## src/include/ddcsc_map.svh

```systemverilog
// Register offsets, field positions, reset values and constants
`ifndef DDCSC_MAP_SVH
`define DDCSC_MAP_SVH
`define DDCSC_ADDR_W 12
`define DDCSC_SAMPLE_W 16
`define DDCSC_SYNC_CTRL_OFS 12'h300
`define DDCSC_DDC0_CTRL_OFS 12'h310
`define DDCSC_STATUS_OFS 12'h3F0
`define DDCSC_SYNC_EN_BIT 0
`define DDCSC_NEXT_SYNC_BIT 1
`define DDCSC_SOFT_RST_BIT 4
`define DDCSC_MIX_BIT 7
`define DDCSC_GAIN_BIT 6
`define DDCSC_IF_MSB 5
`define DDCSC_IF_LSB 4
`define DDCSC_C2R_BIT 3
`define DDCSC_DEC_MSB 1
`define DDCSC_DEC_LSB 0
`define DDCSC_SYNC_CTRL_RST 8'h00
`define DDCSC_DDC0_CTRL_RST 8'h00
`define DDCSC_TEST_PATTERN 16'h5A5A
`define DDCSC_RESP_OKAY 2'h0
`define DDCSC_RESP_SLVERR 2'h2
`endif

```

## src/include/ddcsc_pkg.sv

```systemverilog
// Types shared by the downconverter control block
`include "ddcsc_map.svh"
package ddcsc_pkg;
    typedef logic signed [`DDCSC_SAMPLE_W-1:0] ddcsc_word_t;
    typedef struct packed {
        ddcsc_word_t i;
        ddcsc_word_t q;
    } ddcsc_sample_s;
    typedef struct packed {
        logic mixer_type_select;
        logic six_db_gain_select;
        logic [1:0] intermediate_freq_mode;
        logic real_output_convert_enable;
        logic [1:0] decimation_chain_select;
    } ddcsc_ctrl_s;
    typedef enum logic [1:0] {
        DDCSC_IF_VARIABLE,
        DDCSC_IF_ZERO,
        DDCSC_IF_QUARTER,
        DDCSC_IF_TEST
    } ddcsc_if_e;
endpackage : ddcsc_pkg

```

## src/hdl/ddcsc_top.sv

```systemverilog
// Downconverter channel zero control, sync logic and output buffer
// What this block does
// - One-shot mode realigns oscillator on first valid sysref edge only, ignores later ones.
// - Sync enable at zero or sysref input disabled: no realignment at all.
// - One-shot mode clears sync enable itself when the arming edge arrives.
// - Next-sync zero realigns on every edge; sysref period must fit oscillator.
// - Soft reset bit holds oscillator phase and decimation count at zero and drops input samples; zero runs normally.
// - Mixer bit zero takes I and Q from one real channel; one is complex.
// - Gain bit one doubles the downconverted output, zero leaves unity gain.
// - Complex-to-real bit one outputs real I only via extra quarter-rate mix.
// - Chain code 11: first stage only, decimate 1 real or 2 complex.
// - Chain code 00: stages two and one, decimate 2 real or 4 complex.
// - Chain code 01: stages three to one, decimate 4 real or 8 complex.
// - Chain code 10: all four stages, decimate 8 real or 16 complex.
//
// Decided for this implementation: register access over AXI4-Lite.
`timescale 1ns/1ns
`include "ddcsc_map.svh"
module ddcsc_top
    import ddcsc_pkg::*;
(
    // Clock and reset
    input wire logic aclk,
    input wire logic aresetn,
    // AXI4-Lite write
    input wire logic [`DDCSC_ADDR_W-1:0] s_axi_awaddr,
    input wire logic s_axi_awvalid,
    output logic s_axi_awready,
    input wire logic [31:0] s_axi_wdata,
    input wire logic [3:0] s_axi_wstrb,
    input wire logic s_axi_wvalid,
    output logic s_axi_wready,
    output logic [1:0] s_axi_bresp,
    output logic s_axi_bvalid,
    input wire logic s_axi_bready,
    // AXI4-Lite read
    input wire logic [`DDCSC_ADDR_W-1:0] s_axi_araddr,
    input wire logic s_axi_arvalid,
    output logic s_axi_arready,
    output logic [31:0] s_axi_rdata,
    output logic [1:0] s_axi_rresp,
    output logic s_axi_rvalid,
    input wire logic s_axi_rready,
    // Sync reference
    input wire logic sysref_in,
    input wire logic sysref_input_enable,
    // Samples from converter cores
    input wire ddcsc_pkg::ddcsc_sample_s in_data,
    input wire logic in_valid,
    output logic in_ready,
    // Samples to framer
    output ddcsc_pkg::ddcsc_sample_s out_data,
    output logic out_valid,
    input wire logic out_ready
);
    import ddcsc_pkg::*;

    function automatic ddcsc_word_t sat2(input ddcsc_word_t x);
        if (x[`DDCSC_SAMPLE_W-1] != x[`DDCSC_SAMPLE_W-2]) begin
            return x[`DDCSC_SAMPLE_W-1] ? {1'b1, {(`DDCSC_SAMPLE_W-1){1'b0}}}
                                        : {1'b0, {(`DDCSC_SAMPLE_W-1){1'b1}}};
        end
        return ddcsc_word_t'(x <<< 1);
    endfunction : sat2

    // Quarter-rate rotation by phase step p
    function automatic ddcsc_sample_s rot4(input ddcsc_sample_s s, input logic [1:0] p);
        ddcsc_sample_s r;
        r = s;
        unique case (p)
            2'd0: r = s;
            2'd1: r = '{i: s.q, q: -s.i};
            2'd2: r = '{i: -s.i, q: -s.q};
            2'd3: r = '{i: -s.q, q: s.i};
        endcase
        return r;
    endfunction : rot4

    function automatic logic [4:0] dec_factor(input logic [1:0] sel, input logic c2r);
        logic [4:0] f;
        f = 5'h01;
        unique case (sel)
            2'b11: f = 5'h01;
            2'b00: f = 5'h02;
            2'b01: f = 5'h04;
            2'b10: f = 5'h08;
        endcase
        return c2r ? f : 5'(f << 1);
    endfunction : dec_factor

    // Register state
    logic sync_en, next_sync_en;
    logic one_shot_sync_select, next_one_shot;
    logic downconverter_soft_reset, next_soft_rst;
    ddcsc_ctrl_s ctrl, next_ctrl;
    logic [7:0] sync_count, next_sync_count;
    // Bus state
    logic aw_full, next_aw_full, w_full, next_w_full;
    logic [`DDCSC_ADDR_W-1:0] aw_addr, next_aw_addr;
    logic [7:0] w_byte, next_w_byte;
    logic w_lane, next_w_lane;
    logic next_awready, next_wready, next_arready, next_bvalid, next_rvalid;
    logic [1:0] next_bresp, next_rresp;
    logic [31:0] next_rdata;
    // Datapath state
    logic sysref_d, next_sysref_d;
    logic [1:0] osc_phase, next_osc_phase;
    logic [4:0] dec_cnt, next_dec_cnt;
    ddcsc_sample_s skid, next_skid, next_out_data;
    logic skid_valid, next_skid_valid, next_out_valid, next_in_ready;
    // Combinational helpers
    logic do_write, wr_sync, realign, in_fire, keep, push, pop;
    logic [4:0] factor;
    ddcsc_sample_s mixed, shifted, gained, wr_data;

    assign do_write = aw_full && w_full && !s_axi_bvalid;
    assign wr_sync = do_write && w_lane && aw_addr == `DDCSC_SYNC_CTRL_OFS;
    // Edge counts only when both sysref and sync enable are on
    assign realign = sysref_in && !sysref_d && sysref_input_enable && sync_en;
    assign in_fire = in_valid && in_ready;
    assign factor = dec_factor(ctrl.decimation_chain_select,
                               ctrl.real_output_convert_enable);
    assign keep = dec_cnt == 5'h00;
    assign push = in_fire && keep && !downconverter_soft_reset;
    assign pop = out_valid && out_ready;

    always_comb begin
        mixed = in_data;
        if (!ctrl.mixer_type_select) begin
            mixed.q = in_data.i;
        end
        unique case (ddcsc_if_e'(ctrl.intermediate_freq_mode))
            DDCSC_IF_QUARTER: shifted = rot4(mixed, osc_phase);
            DDCSC_IF_TEST: shifted = '{i: `DDCSC_TEST_PATTERN, q: ~`DDCSC_TEST_PATTERN};
            default: shifted = mixed;
        endcase
        gained = shifted;
        if (ctrl.six_db_gain_select) begin
            gained = '{i: sat2(shifted.i), q: sat2(shifted.q)};
        end
        wr_data = gained;
        if (ctrl.real_output_convert_enable) begin
            wr_data = rot4(gained, osc_phase);
            wr_data.q = '0;
        end
    end

    always_comb begin
        next_sync_en = sync_en;
        next_one_shot = one_shot_sync_select;
        next_soft_rst = downconverter_soft_reset;
        next_ctrl = ctrl;
        next_sync_count = sync_count;
        if (realign) begin
            next_sync_count = sync_count + 8'h01;
        end
        if (realign && one_shot_sync_select) begin
            next_sync_en = 1'b0;
        end
        if (wr_sync) begin
            next_sync_en = w_byte[`DDCSC_SYNC_EN_BIT];
            next_one_shot = w_byte[`DDCSC_NEXT_SYNC_BIT];
            next_soft_rst = w_byte[`DDCSC_SOFT_RST_BIT];
        end
        if (do_write && w_lane && aw_addr == `DDCSC_DDC0_CTRL_OFS) begin
            next_ctrl = '{w_byte[`DDCSC_MIX_BIT], w_byte[`DDCSC_GAIN_BIT],
                          w_byte[`DDCSC_IF_MSB:`DDCSC_IF_LSB], w_byte[`DDCSC_C2R_BIT],
                          w_byte[`DDCSC_DEC_MSB:`DDCSC_DEC_LSB]};
        end
    end

    always_comb begin
        next_aw_full = aw_full;
        next_aw_addr = aw_addr;
        next_w_full = w_full;
        next_w_byte = w_byte;
        next_w_lane = w_lane;
        next_bvalid = s_axi_bvalid;
        next_bresp = s_axi_bresp;
        next_rvalid = s_axi_rvalid;
        next_rresp = s_axi_rresp;
        next_rdata = s_axi_rdata;
        if (s_axi_awvalid && s_axi_awready) begin
            next_aw_full = 1'b1;
            next_aw_addr = {s_axi_awaddr[`DDCSC_ADDR_W-1:2], 2'b00};
        end
        if (s_axi_wvalid && s_axi_wready) begin
            next_w_full = 1'b1;
            next_w_byte = s_axi_wdata[7:0];
            next_w_lane = s_axi_wstrb[0];
        end
        if (s_axi_bvalid && s_axi_bready) begin
            next_bvalid = 1'b0;
        end
        if (do_write) begin
            next_aw_full = 1'b0;
            next_w_full = 1'b0;
            next_bvalid = 1'b1;
            next_bresp = (aw_addr == `DDCSC_SYNC_CTRL_OFS || aw_addr == `DDCSC_DDC0_CTRL_OFS)
                       ? `DDCSC_RESP_OKAY : `DDCSC_RESP_SLVERR;
        end
        if (s_axi_rvalid && s_axi_rready) begin
            next_rvalid = 1'b0;
        end
        if (s_axi_arvalid && s_axi_arready) begin
            next_rvalid = 1'b1;
            next_rresp = `DDCSC_RESP_OKAY;
            unique case ({s_axi_araddr[`DDCSC_ADDR_W-1:2], 2'b00})
                `DDCSC_SYNC_CTRL_OFS: next_rdata = {27'h0, downconverter_soft_reset,
                                                    2'b00, one_shot_sync_select, sync_en};
                `DDCSC_DDC0_CTRL_OFS: next_rdata = {24'h0, ctrl[6:2], 1'b0, ctrl[1:0]};
                `DDCSC_STATUS_OFS: next_rdata = {19'h0, factor, sync_count};
                default: begin
                    next_rdata = 32'h0000_0000;
                    next_rresp = `DDCSC_RESP_SLVERR;
                end
            endcase
        end
        next_awready = !next_aw_full;
        next_wready = !next_w_full;
        next_arready = !next_rvalid;
    end

    always_comb begin
        next_sysref_d = sysref_in;
        next_osc_phase = osc_phase;
        next_dec_cnt = dec_cnt;
        if (in_fire) begin
            next_osc_phase = osc_phase + 2'd1;
            next_dec_cnt = (dec_cnt >= factor - 5'h01) ? 5'h00 : dec_cnt + 5'h01;
        end
        // Realign on every edge in continuous mode
        if (realign || downconverter_soft_reset) begin
            next_osc_phase = 2'd0;
            next_dec_cnt = 5'h00;
        end
        next_out_data = out_data;
        next_out_valid = out_valid;
        next_skid = skid;
        next_skid_valid = skid_valid;
        if (pop) begin
            next_out_data = skid;
            next_out_valid = skid_valid;
            next_skid_valid = 1'b0;
        end
        // Second slot absorbs one word while the framer stalls
        if (push && !next_out_valid) begin
            next_out_data = wr_data;
            next_out_valid = 1'b1;
        end else if (push) begin
            next_skid = wr_data;
            next_skid_valid = 1'b1;
        end
        next_in_ready = !next_skid_valid;
    end

    always_ff @(posedge aclk) begin
        if (!aresetn) begin
            sync_en <= 1'(`DDCSC_SYNC_CTRL_RST >> `DDCSC_SYNC_EN_BIT);
            one_shot_sync_select <= 1'b0;
            downconverter_soft_reset <= 1'b0;
            // Reserved bit 2 is squeezed out of the stored copy
            ctrl <= ddcsc_ctrl_s'(7'((`DDCSC_DDC0_CTRL_RST >> 1) & 8'h7C
                                     | `DDCSC_DDC0_CTRL_RST & 8'h03));
            sync_count <= 8'h00;
            aw_full <= 1'b0;
            aw_addr <= '0;
            w_full <= 1'b0;
            w_byte <= 8'h00;
            w_lane <= 1'b0;
            s_axi_awready <= 1'b1;
            s_axi_wready <= 1'b1;
            s_axi_arready <= 1'b1;
            s_axi_bvalid <= 1'b0;
            s_axi_bresp <= 2'h0;
            s_axi_rvalid <= 1'b0;
            s_axi_rresp <= 2'h0;
            s_axi_rdata <= 32'h0000_0000;
            sysref_d <= 1'b0;
            osc_phase <= 2'd0;
            dec_cnt <= 5'h00;
            out_data <= '0;
            out_valid <= 1'b0;
            skid <= '0;
            skid_valid <= 1'b0;
            in_ready <= 1'b1;
        end else begin
            sync_en <= next_sync_en;
            one_shot_sync_select <= next_one_shot;
            downconverter_soft_reset <= next_soft_rst;
            ctrl <= next_ctrl;
            sync_count <= next_sync_count;
            aw_full <= next_aw_full;
            aw_addr <= next_aw_addr;
            w_full <= next_w_full;
            w_byte <= next_w_byte;
            w_lane <= next_w_lane;
            s_axi_awready <= next_awready;
            s_axi_wready <= next_wready;
            s_axi_arready <= next_arready;
            s_axi_bvalid <= next_bvalid;
            s_axi_bresp <= next_bresp;
            s_axi_rvalid <= next_rvalid;
            s_axi_rresp <= next_rresp;
            s_axi_rdata <= next_rdata;
            sysref_d <= next_sysref_d;
            osc_phase <= next_osc_phase;
            dec_cnt <= next_dec_cnt;
            out_data <= next_out_data;
            out_valid <= next_out_valid;
            skid <= next_skid;
            skid_valid <= next_skid_valid;
            in_ready <= next_in_ready;
        end
    end
endmodule : ddcsc_top

```

## config.mk

```make
export PLATFORM = sky130hd
export DESIGN_NAME = ddcsc_top
export DESIGN_NICKNAME = d
export VERILOG_FILES = /design/src/include/ddcsc_pkg.sv /design/src/hdl/ddcsc_top.sv
export VERILOG_INCLUDE_DIRS = /design/src /design/src/include
export SDC_FILE = /design/constraint.sdc
export NUM_CORES = 1
export LEC_CHECK = 0
export ABC_AREA = 1
export BUFFER_PORTS_ARGS = -buffer_cell sky130_fd_sc_hd__buf_4
export CAP_MARGIN = 40
export CORE_MARGIN = 2
export CORE_UTILIZATION = 58
export CTS_CLUSTER_SIZE = 10
export DETAILED_ROUTE_END_ITERATION = 10
export HOLD_SLACK_MARGIN = 0.03
export PLACE_DENSITY = 0.82
export RECOVER_POWER = 50
export SYNTH_ARGS = -nofsm -noshare
export SYNTH_HDL_FRONTEND = slang
export SYNTH_SLANG_ARGS = --single-unit
```

## constraint.sdc

```tcl
create_clock -name aclk -period 13.4 [get_ports aclk]
set_input_delay 4.02 -clock aclk [delete_from_list [all_inputs] [get_ports aclk]]
set_output_delay 4.02 -clock aclk [all_outputs]
set_load 0.02 [all_outputs]
```

---- Yosys cells after proc, flatten, opt, wreduce, memory -nomap -nowiden ----
Cells that the tools add are included.
cells by class
  div/mod/pow operators ................... 0
  shift operators ......................... 0
  reduce and logical (&&, ||, !) cells .... 38
  add/sub/neg operators ................... 8
  order comparisons ....................... 1
  multiplexer cells ....................... 39
  $mul .................................... 0
  eq/ne operators ......................... 15
  bitwise operators ....................... 2
operators with widths
  kind                   number
  $pmux W32 S4           2
  $mux W32               4
  $mux W16               7
  $neg A16 Y16           4
  $pmux W32 S2           1
  $eq A10 B8 Y1 const B  5
  $pmux W13 S3           1
  $pmux W5 S4            1
  $logic_and A1 B1 Y1    19
  $mux W1                19
  $eq A2 B2 Y1 const B   6
  $mux W5                2
  $add A8 B1 Y8 const B  1
  $logic_not A1 Y1       8
  $reduce_bool A2 Y1     3
  $add A5 B1 Y5 const B  1
  $ge A5 B5 Y1           1
  $logic_not A5 Y1       1
  $sub A5 B1 Y5 const B  1
  $eq A2 B1 Y1 const B   2
  $logic_not A2 Y1       2
  $mux W2                2
  $reduce_or A3 Y1       1
  $add A2 B1 Y2 const B  1
  other kinds (5)        8
storage, ports and cells
  output and inout bits ................... 75
  memory bits (writable) .................. 0
  flip-flop bits (word level) ............. 155
  latch bits .............................. 0
  logic and storage cells ................. 135
  bits of input ports ..................... 103
  bits in read-only memories .............. 0
  memories ................................ 0

---- Longest topological paths before layout ----
  depth after elaboration ................. 13
  gate-level depth with buffers ........... 34
  gate-level depth less buffers ........... 34

---- Least setup slack after synthesis ----
Ideal clock, no wire load.
  kind .................................... input to register
  start point ............................. input in_data[16] in the netlist's numbering
  end point ............................... register out_data[30] in the netlist's numbering
  arrival ................................. 7.334 ns
  data required time ...................... 13.268 ns
  library setup time ...................... 0.132 ns
  setup slack ............................. 5.933 ns
  path buffers ............................ 1
  stages .................................. 31
  cell sequence ........................... inv_1 > nand2_1 > nand2_1 > ha_1 > nand3_1 > nor2_1 > nand3_1 > o21ai_0 > nand3_1 > nand2_1 > nand2_1 > nand2_1 > ha_1 > inv_1 > buf_2 > nand2_1 > nand2_1 > nand2_2 > inv_1 > ha_1 > inv_1 > nor2_2 > nand2_2 > nor2_1 > nand3_1 > nand3_1 > nand3_1 > nand2_1 > nand2_1 > nand2_1 > a21oi_1
between the ends
  cells in the longest elaborated chain, start to end .. 13
  elaborated cells between the ends (all ways) .. 23
  classes of those cells .................. add/sub (4); eq/ne (2); mux (17)
ends and longest elaborated chain
  element                                 RTL line                          source
  start: declaration                      ddcsc_top.sv:48                   input wire ddcsc_pkg::ddcsc_sample_s in_data,
  $mux W16                                ddcsc_top.sv:129                  if (!ctrl.mixer_type_select) begin
  $neg A16 Y16                            ddcsc_top.sv:73, ddcsc_top.sv:74
  $pmux W32 S4                            ddcsc_top.sv:70                   unique case (p)
  $pmux W32 S2 (*)                        ddcsc_top.sv:132                  unique case (ddcsc_if_e'(ctrl.intermediate_freq_mode))
  $ne A1 B1 Y1                            ddcsc_top.sv:59                   if (x[`DDCSC_SAMPLE_W-1] != x[`DDCSC_SAMPLE_W-2]) begin
  $mux W1                                 ddcsc_top.sv:59
  $mux W1                                 ddcsc_top.sv:138                  if (ctrl.six_db_gain_select) begin
  $mux W16                                ddcsc_top.sv:63                   return ddcsc_word_t'(x <<< 1);
  $mux W32 (*)                            ddcsc_top.sv:138
  $neg A16 Y16, on equally long branches  ddcsc_top.sv:74, ddcsc_top.sv:73
  $pmux W32 S4                            ddcsc_top.sv:70
  $mux W32 (*)                            ddcsc_top.sv:142                  if (ctrl.real_output_convert_enable) begin
  $mux W32 (*)                            ddcsc_top.sv:247                  if (push && !next_out_valid) begin
  end signal: assignment                  ddcsc_top.sv:309                  out_data <= next_out_data;
  end: declaration                        ddcsc_top.sv:52                   output ddcsc_pkg::ddcsc_sample_s out_data,
Mark *: on every way between the ends. The rest lies on a longest branch, timed or not. The select of a mux whose other input is x is not followed.
A chain may end at the register's enable or synchronous reset.

---- Worst setup path after layout ----
Same ends and word-level chain as after synthesis.

==> results by stage <==
Clock tree:
- CTS placed an instance of clkbuf_16 at the clock tree root.
- TritonCTS created 17 clock buffers.
- Clock latency on the worst-skew pair, taken at its later pin, is 430 ps.
- The H-tree generated during clock tree synthesis spans 4 levels.
- The number of setup buffers added after CTS is 0.
- Clock-pin slew was measured on the worst setup and hold paths at 70 ps.
- No sink is reached through more buffers than the 2 on the longest clock path.
- The clock net in this run drives a total of 133 sinks.
- The hold-fix buffer count after cts is 0.
- Gates resized during post-CTS repair numbered 0.
- TritonCTS built the clock tree.

STA:
- The worst clock skew is 10.7 ps.
- Setup repair after global routing left no endpoint under its margin.
- After layout, the worst path uses 64.4% of the clock period.
- The worst slew slack as a fraction of its limit is -93.8%.
- The final sum of negative setup slack is 0 ps.
- The clock period minus worst slack is 8630 ps.
- The number of hold-slack violations in the final timing report is 0.
- The max-slew violation total from the final report is 126.
- For the pin with the worst max-slew slack, the measured transition is 2910 ps.
- Setup violations remaining at the end of the flow were counted as 0.
- Across all hold checks on the routed design, the worst slack comes to 456 ps.
- Derived from the worst setup path, the maximum achievable clock frequency is 116 MHz.
- The worst path meets setup with 4770 ps of slack.

Layout:
- Measured on the finished design, the core utilization comes to 66.7%.
- The layout overhead on the synthesized area is 13.1%.
- The finished cells cover 0.0115 mm2.
- Cells with a size suffix above 1 make up 12.4% of the layout.
- The number of nets in the finished design is 1879.
- The antenna diode count is 0.

Place:
- The post-placement worst setup slack is 4570 ps.
- Routability-driven placement finished with a final weighted congestion of 0.947.
- During placement, the flow inserted port buffers numbering 124.
- The placed instances occupy a cell area of 0.0110 mm2.
- Once detailed placement completed, the half-perimeter wirelength came to 22700 um.

Min path:
- The worst hold path belongs to the class reg -> reg.

Detailed routing:
- The number of iterations in the first detailed-routing pass is 9.
- The number of nets still failing antenna checks after routing is 0.
- The vias per cell is 5.64.
- The total vias in the final route is 11200.
- The routed length per placed instance is 15.3 um.
- In this run, the number of DRC markers left after iteration 0 of detailed routing was 1056.
- Wires add up to 30400 um.
- For this run, design rule violations remaining after detail routing come to 0.

Synth:
- The library cell with the largest summed area after synthesis is dfxtp_1.
- Yosys printed 0 warnings.
- The number of library cell types mapped by synthesis is 52.
- For this run, asynchronously set or reset flops after synthesis account for 0%.
- The share of the Yosys chip area taken by registers is 26.3%.
- The leading register cell type out of synthesis is dfxtp_1.
- Yosys attributes the largest share of cell area to dfxtp_1, nand2_1, nand3_1, nor2_1, a21oi_1.
- Synthesis inferred 133 register bits.
- The average instance in the mapped netlist occupies 6.04 um2.
- Counting flops with a built-in enable in the synthesized netlist gives 0.
- The fraction of synthesized cell area taken by the top area cell type is 26.3%.
- The cell area that synthesis handed to floorplanning was 0.0101 mm2.
- Counting every instance in the synthesized netlist gives 1677.

Critical path:
- Data on the critical path is required at its endpoint by 13580 ps.
- The slowest cell on the critical path is ha_1.
- The kind of start point of the critical path is a primary input.
- By instance count, the cell type seen most on the critical path is nand3_1.
- The largest driver fanout on the critical path is 14.
- Data arrives at the worst endpoint at 8810 ps.
- For this run, the slowest stage of the critical path takes 670 ps.
- STA classifies the critical path endpoint as a register.
- The startpoint-to-endpoint class of the critical path is in -> reg.

GRT:
- The total overflow reported by the global router is 0.
- The number of antenna violations at the first check in global routing is 0.
- The wire length of the first global-routing pass is 48600 um.
- The via count of the first global-routing pass is 10100.
- Entering global routing, the biggest net connects 64 pins.
- Global routing consumed, over all layers together, 33.0% of the routing resources.

Floorplan:
- The die boundary height is 136 um.
- The placement row count is 48.
- The core region is 0.0172 mm2.
- The initial standard-cell utilization of the core is 59.0%.
- The I/O pin count is 178.
- The total die area is 0.0185 mm2.
- In this run the horizontal extent of the chip is 136 um.

Pwr:
- The maximum vdd drop is 0.000106 V.
- Summed over all cells, the static leakage comes to 0.00508 uW.
- The power per unit of standard cell area is 102 mW/mm2.

Status:
- The flow ran to the end, but the final reports show violations.
- The checks that failed: capacitance limit, slew limit.

Flow run:
- Max-cap violations in this run came to 2.
metal layers:
metal | track usage [%] | vias to the layer above | part of all wire (%)
met5 | 0 | - | 0
met4 | 13.7 | 0 | 3.1
met3 | 6.90 | 83 | 7.7
met2 | 55.5 | 474 | 48
met1 | 40.8 | 5089 | 42
li1 | - | 5595 | -
state kept, by name, summed over array words and instances (netlist names), 2 cells and up:
register / cells
s_axi_rdata: 13
aw_addr: 10
ctrl: 7
out_data: 32
dec_cnt: 5
w_byte: 7
osc_phase: 2
sync_count: 8
skid: 32
path summary, 6_finish.rpt:
path | startpoint | end | slack [ps] | depth (start not counted)
max | in_data[16] | out_data[30] | 4770 | 29
min | aw_addr[9] | aw_addr[9] | 460 | 2
max reg2reg | ctrl[6] | out_data[30] | 7890 | 29
min reg2reg | aw_addr[9] | aw_addr[9] | 460 | 2
worst max-delay path, delay by kind of cell:
kind	cells	cell delay [ps]
compound gates	4	750
buf+inv	4	570
simple gates	18	2310
fa+ha+maj	3	1150
Yosys cell counts (3+ instances only):
| library cell | n |
|---|---|
| clkinv_1 | 5 |
| o21ai_1 | 6 |
| nand3_1 | 160 |
| buf_2 | 9 |
| a311oi_1 | 13 |
| nor3b_1 | 3 |
| nand3b_1 | 3 |
| buf_6 | 4 |
| o2111ai_1 | 3 |
| o211ai_1 | 13 |
| nand2_1 | 491 |
| nand2_2 | 37 |
| o21ai_2 | 3 |
| nand4_1 | 12 |
| or2_2 | 3 |
| nor2_1 | 166 |
| xor2_1 | 5 |
| o22ai_1 | 7 |
| a21oi_2 | 3 |
| nor2_4 | 11 |
| nor2_2 | 13 |
| nand3_2 | 7 |
| o21bai_1 | 4 |
| buf_4 | 21 |
| ha_1 | 22 |
| clkbuf_1 | 52 |
| o21a_1 | 12 |
| nor3_1 | 29 |
| o221ai_1 | 4 |
| inv_1 | 150 |
| o21ai_0 | 103 |
| nand2_4 | 15 |
| inv_2 | 6 |
| buf_1 | 7 |
| a21oi_1 | 123 |
| dfxtp_1 | 133 |
final cells by class:
cell class,count,area (um2)
Fill cell,1636,5720
Multi-Input combinational cell,1306,6430
Sequential cell,133,2660
Clock inverter,15,205
Inverter,162,613
Timing Repair Buffer,134,846
Tap cell,225,282
Clock buffer,17,425
metrics by stage:
step,std cells,total power [uW]
floorplan,1697,609
global placement,1957,677
detailed placement,1960,684
CTS,1992,1180
global route,1992,1220
finish,1992,1170
cells by family (layout without fill, tap and decap cells):
kind of cell             Yosys count  in the layout  synth area share, %
AO/OA/AOI/OAI                    302            302                 17.1
XOR/XNOR                           6              6                0.518
adder cells (fa/ha/maj)           22             22                 2.72
buffers and inverters            258            328                 11.1
flip-flops                       133            133                 26.3
other                              1             21               0.0370
AND/OR/NAND/NOR                  955            955                 42.3
power by group:
group          internal (uW)  switching [uW]  total, uW
Combinational           74.2             165        239
Sequential               418            12.4        431
Clock                    302             199        501
layout by cell type (no fill, tap or decap), types with 14 or more instances in the layout:
cell type,count
o21ai_0,103
nor2_1,165
nor3_1,29
nand2_4,15
clkbuf_16,17
nand2_2,37
ha_1,21
nor2_2,14
a21oi_1,123
nand3_1,160
conb_1,21
dfxtp_1,133
clkbuf_1,52
nand2_1,491
buf_4,79
inv_1,150
(Power assumes the default switching activity.)
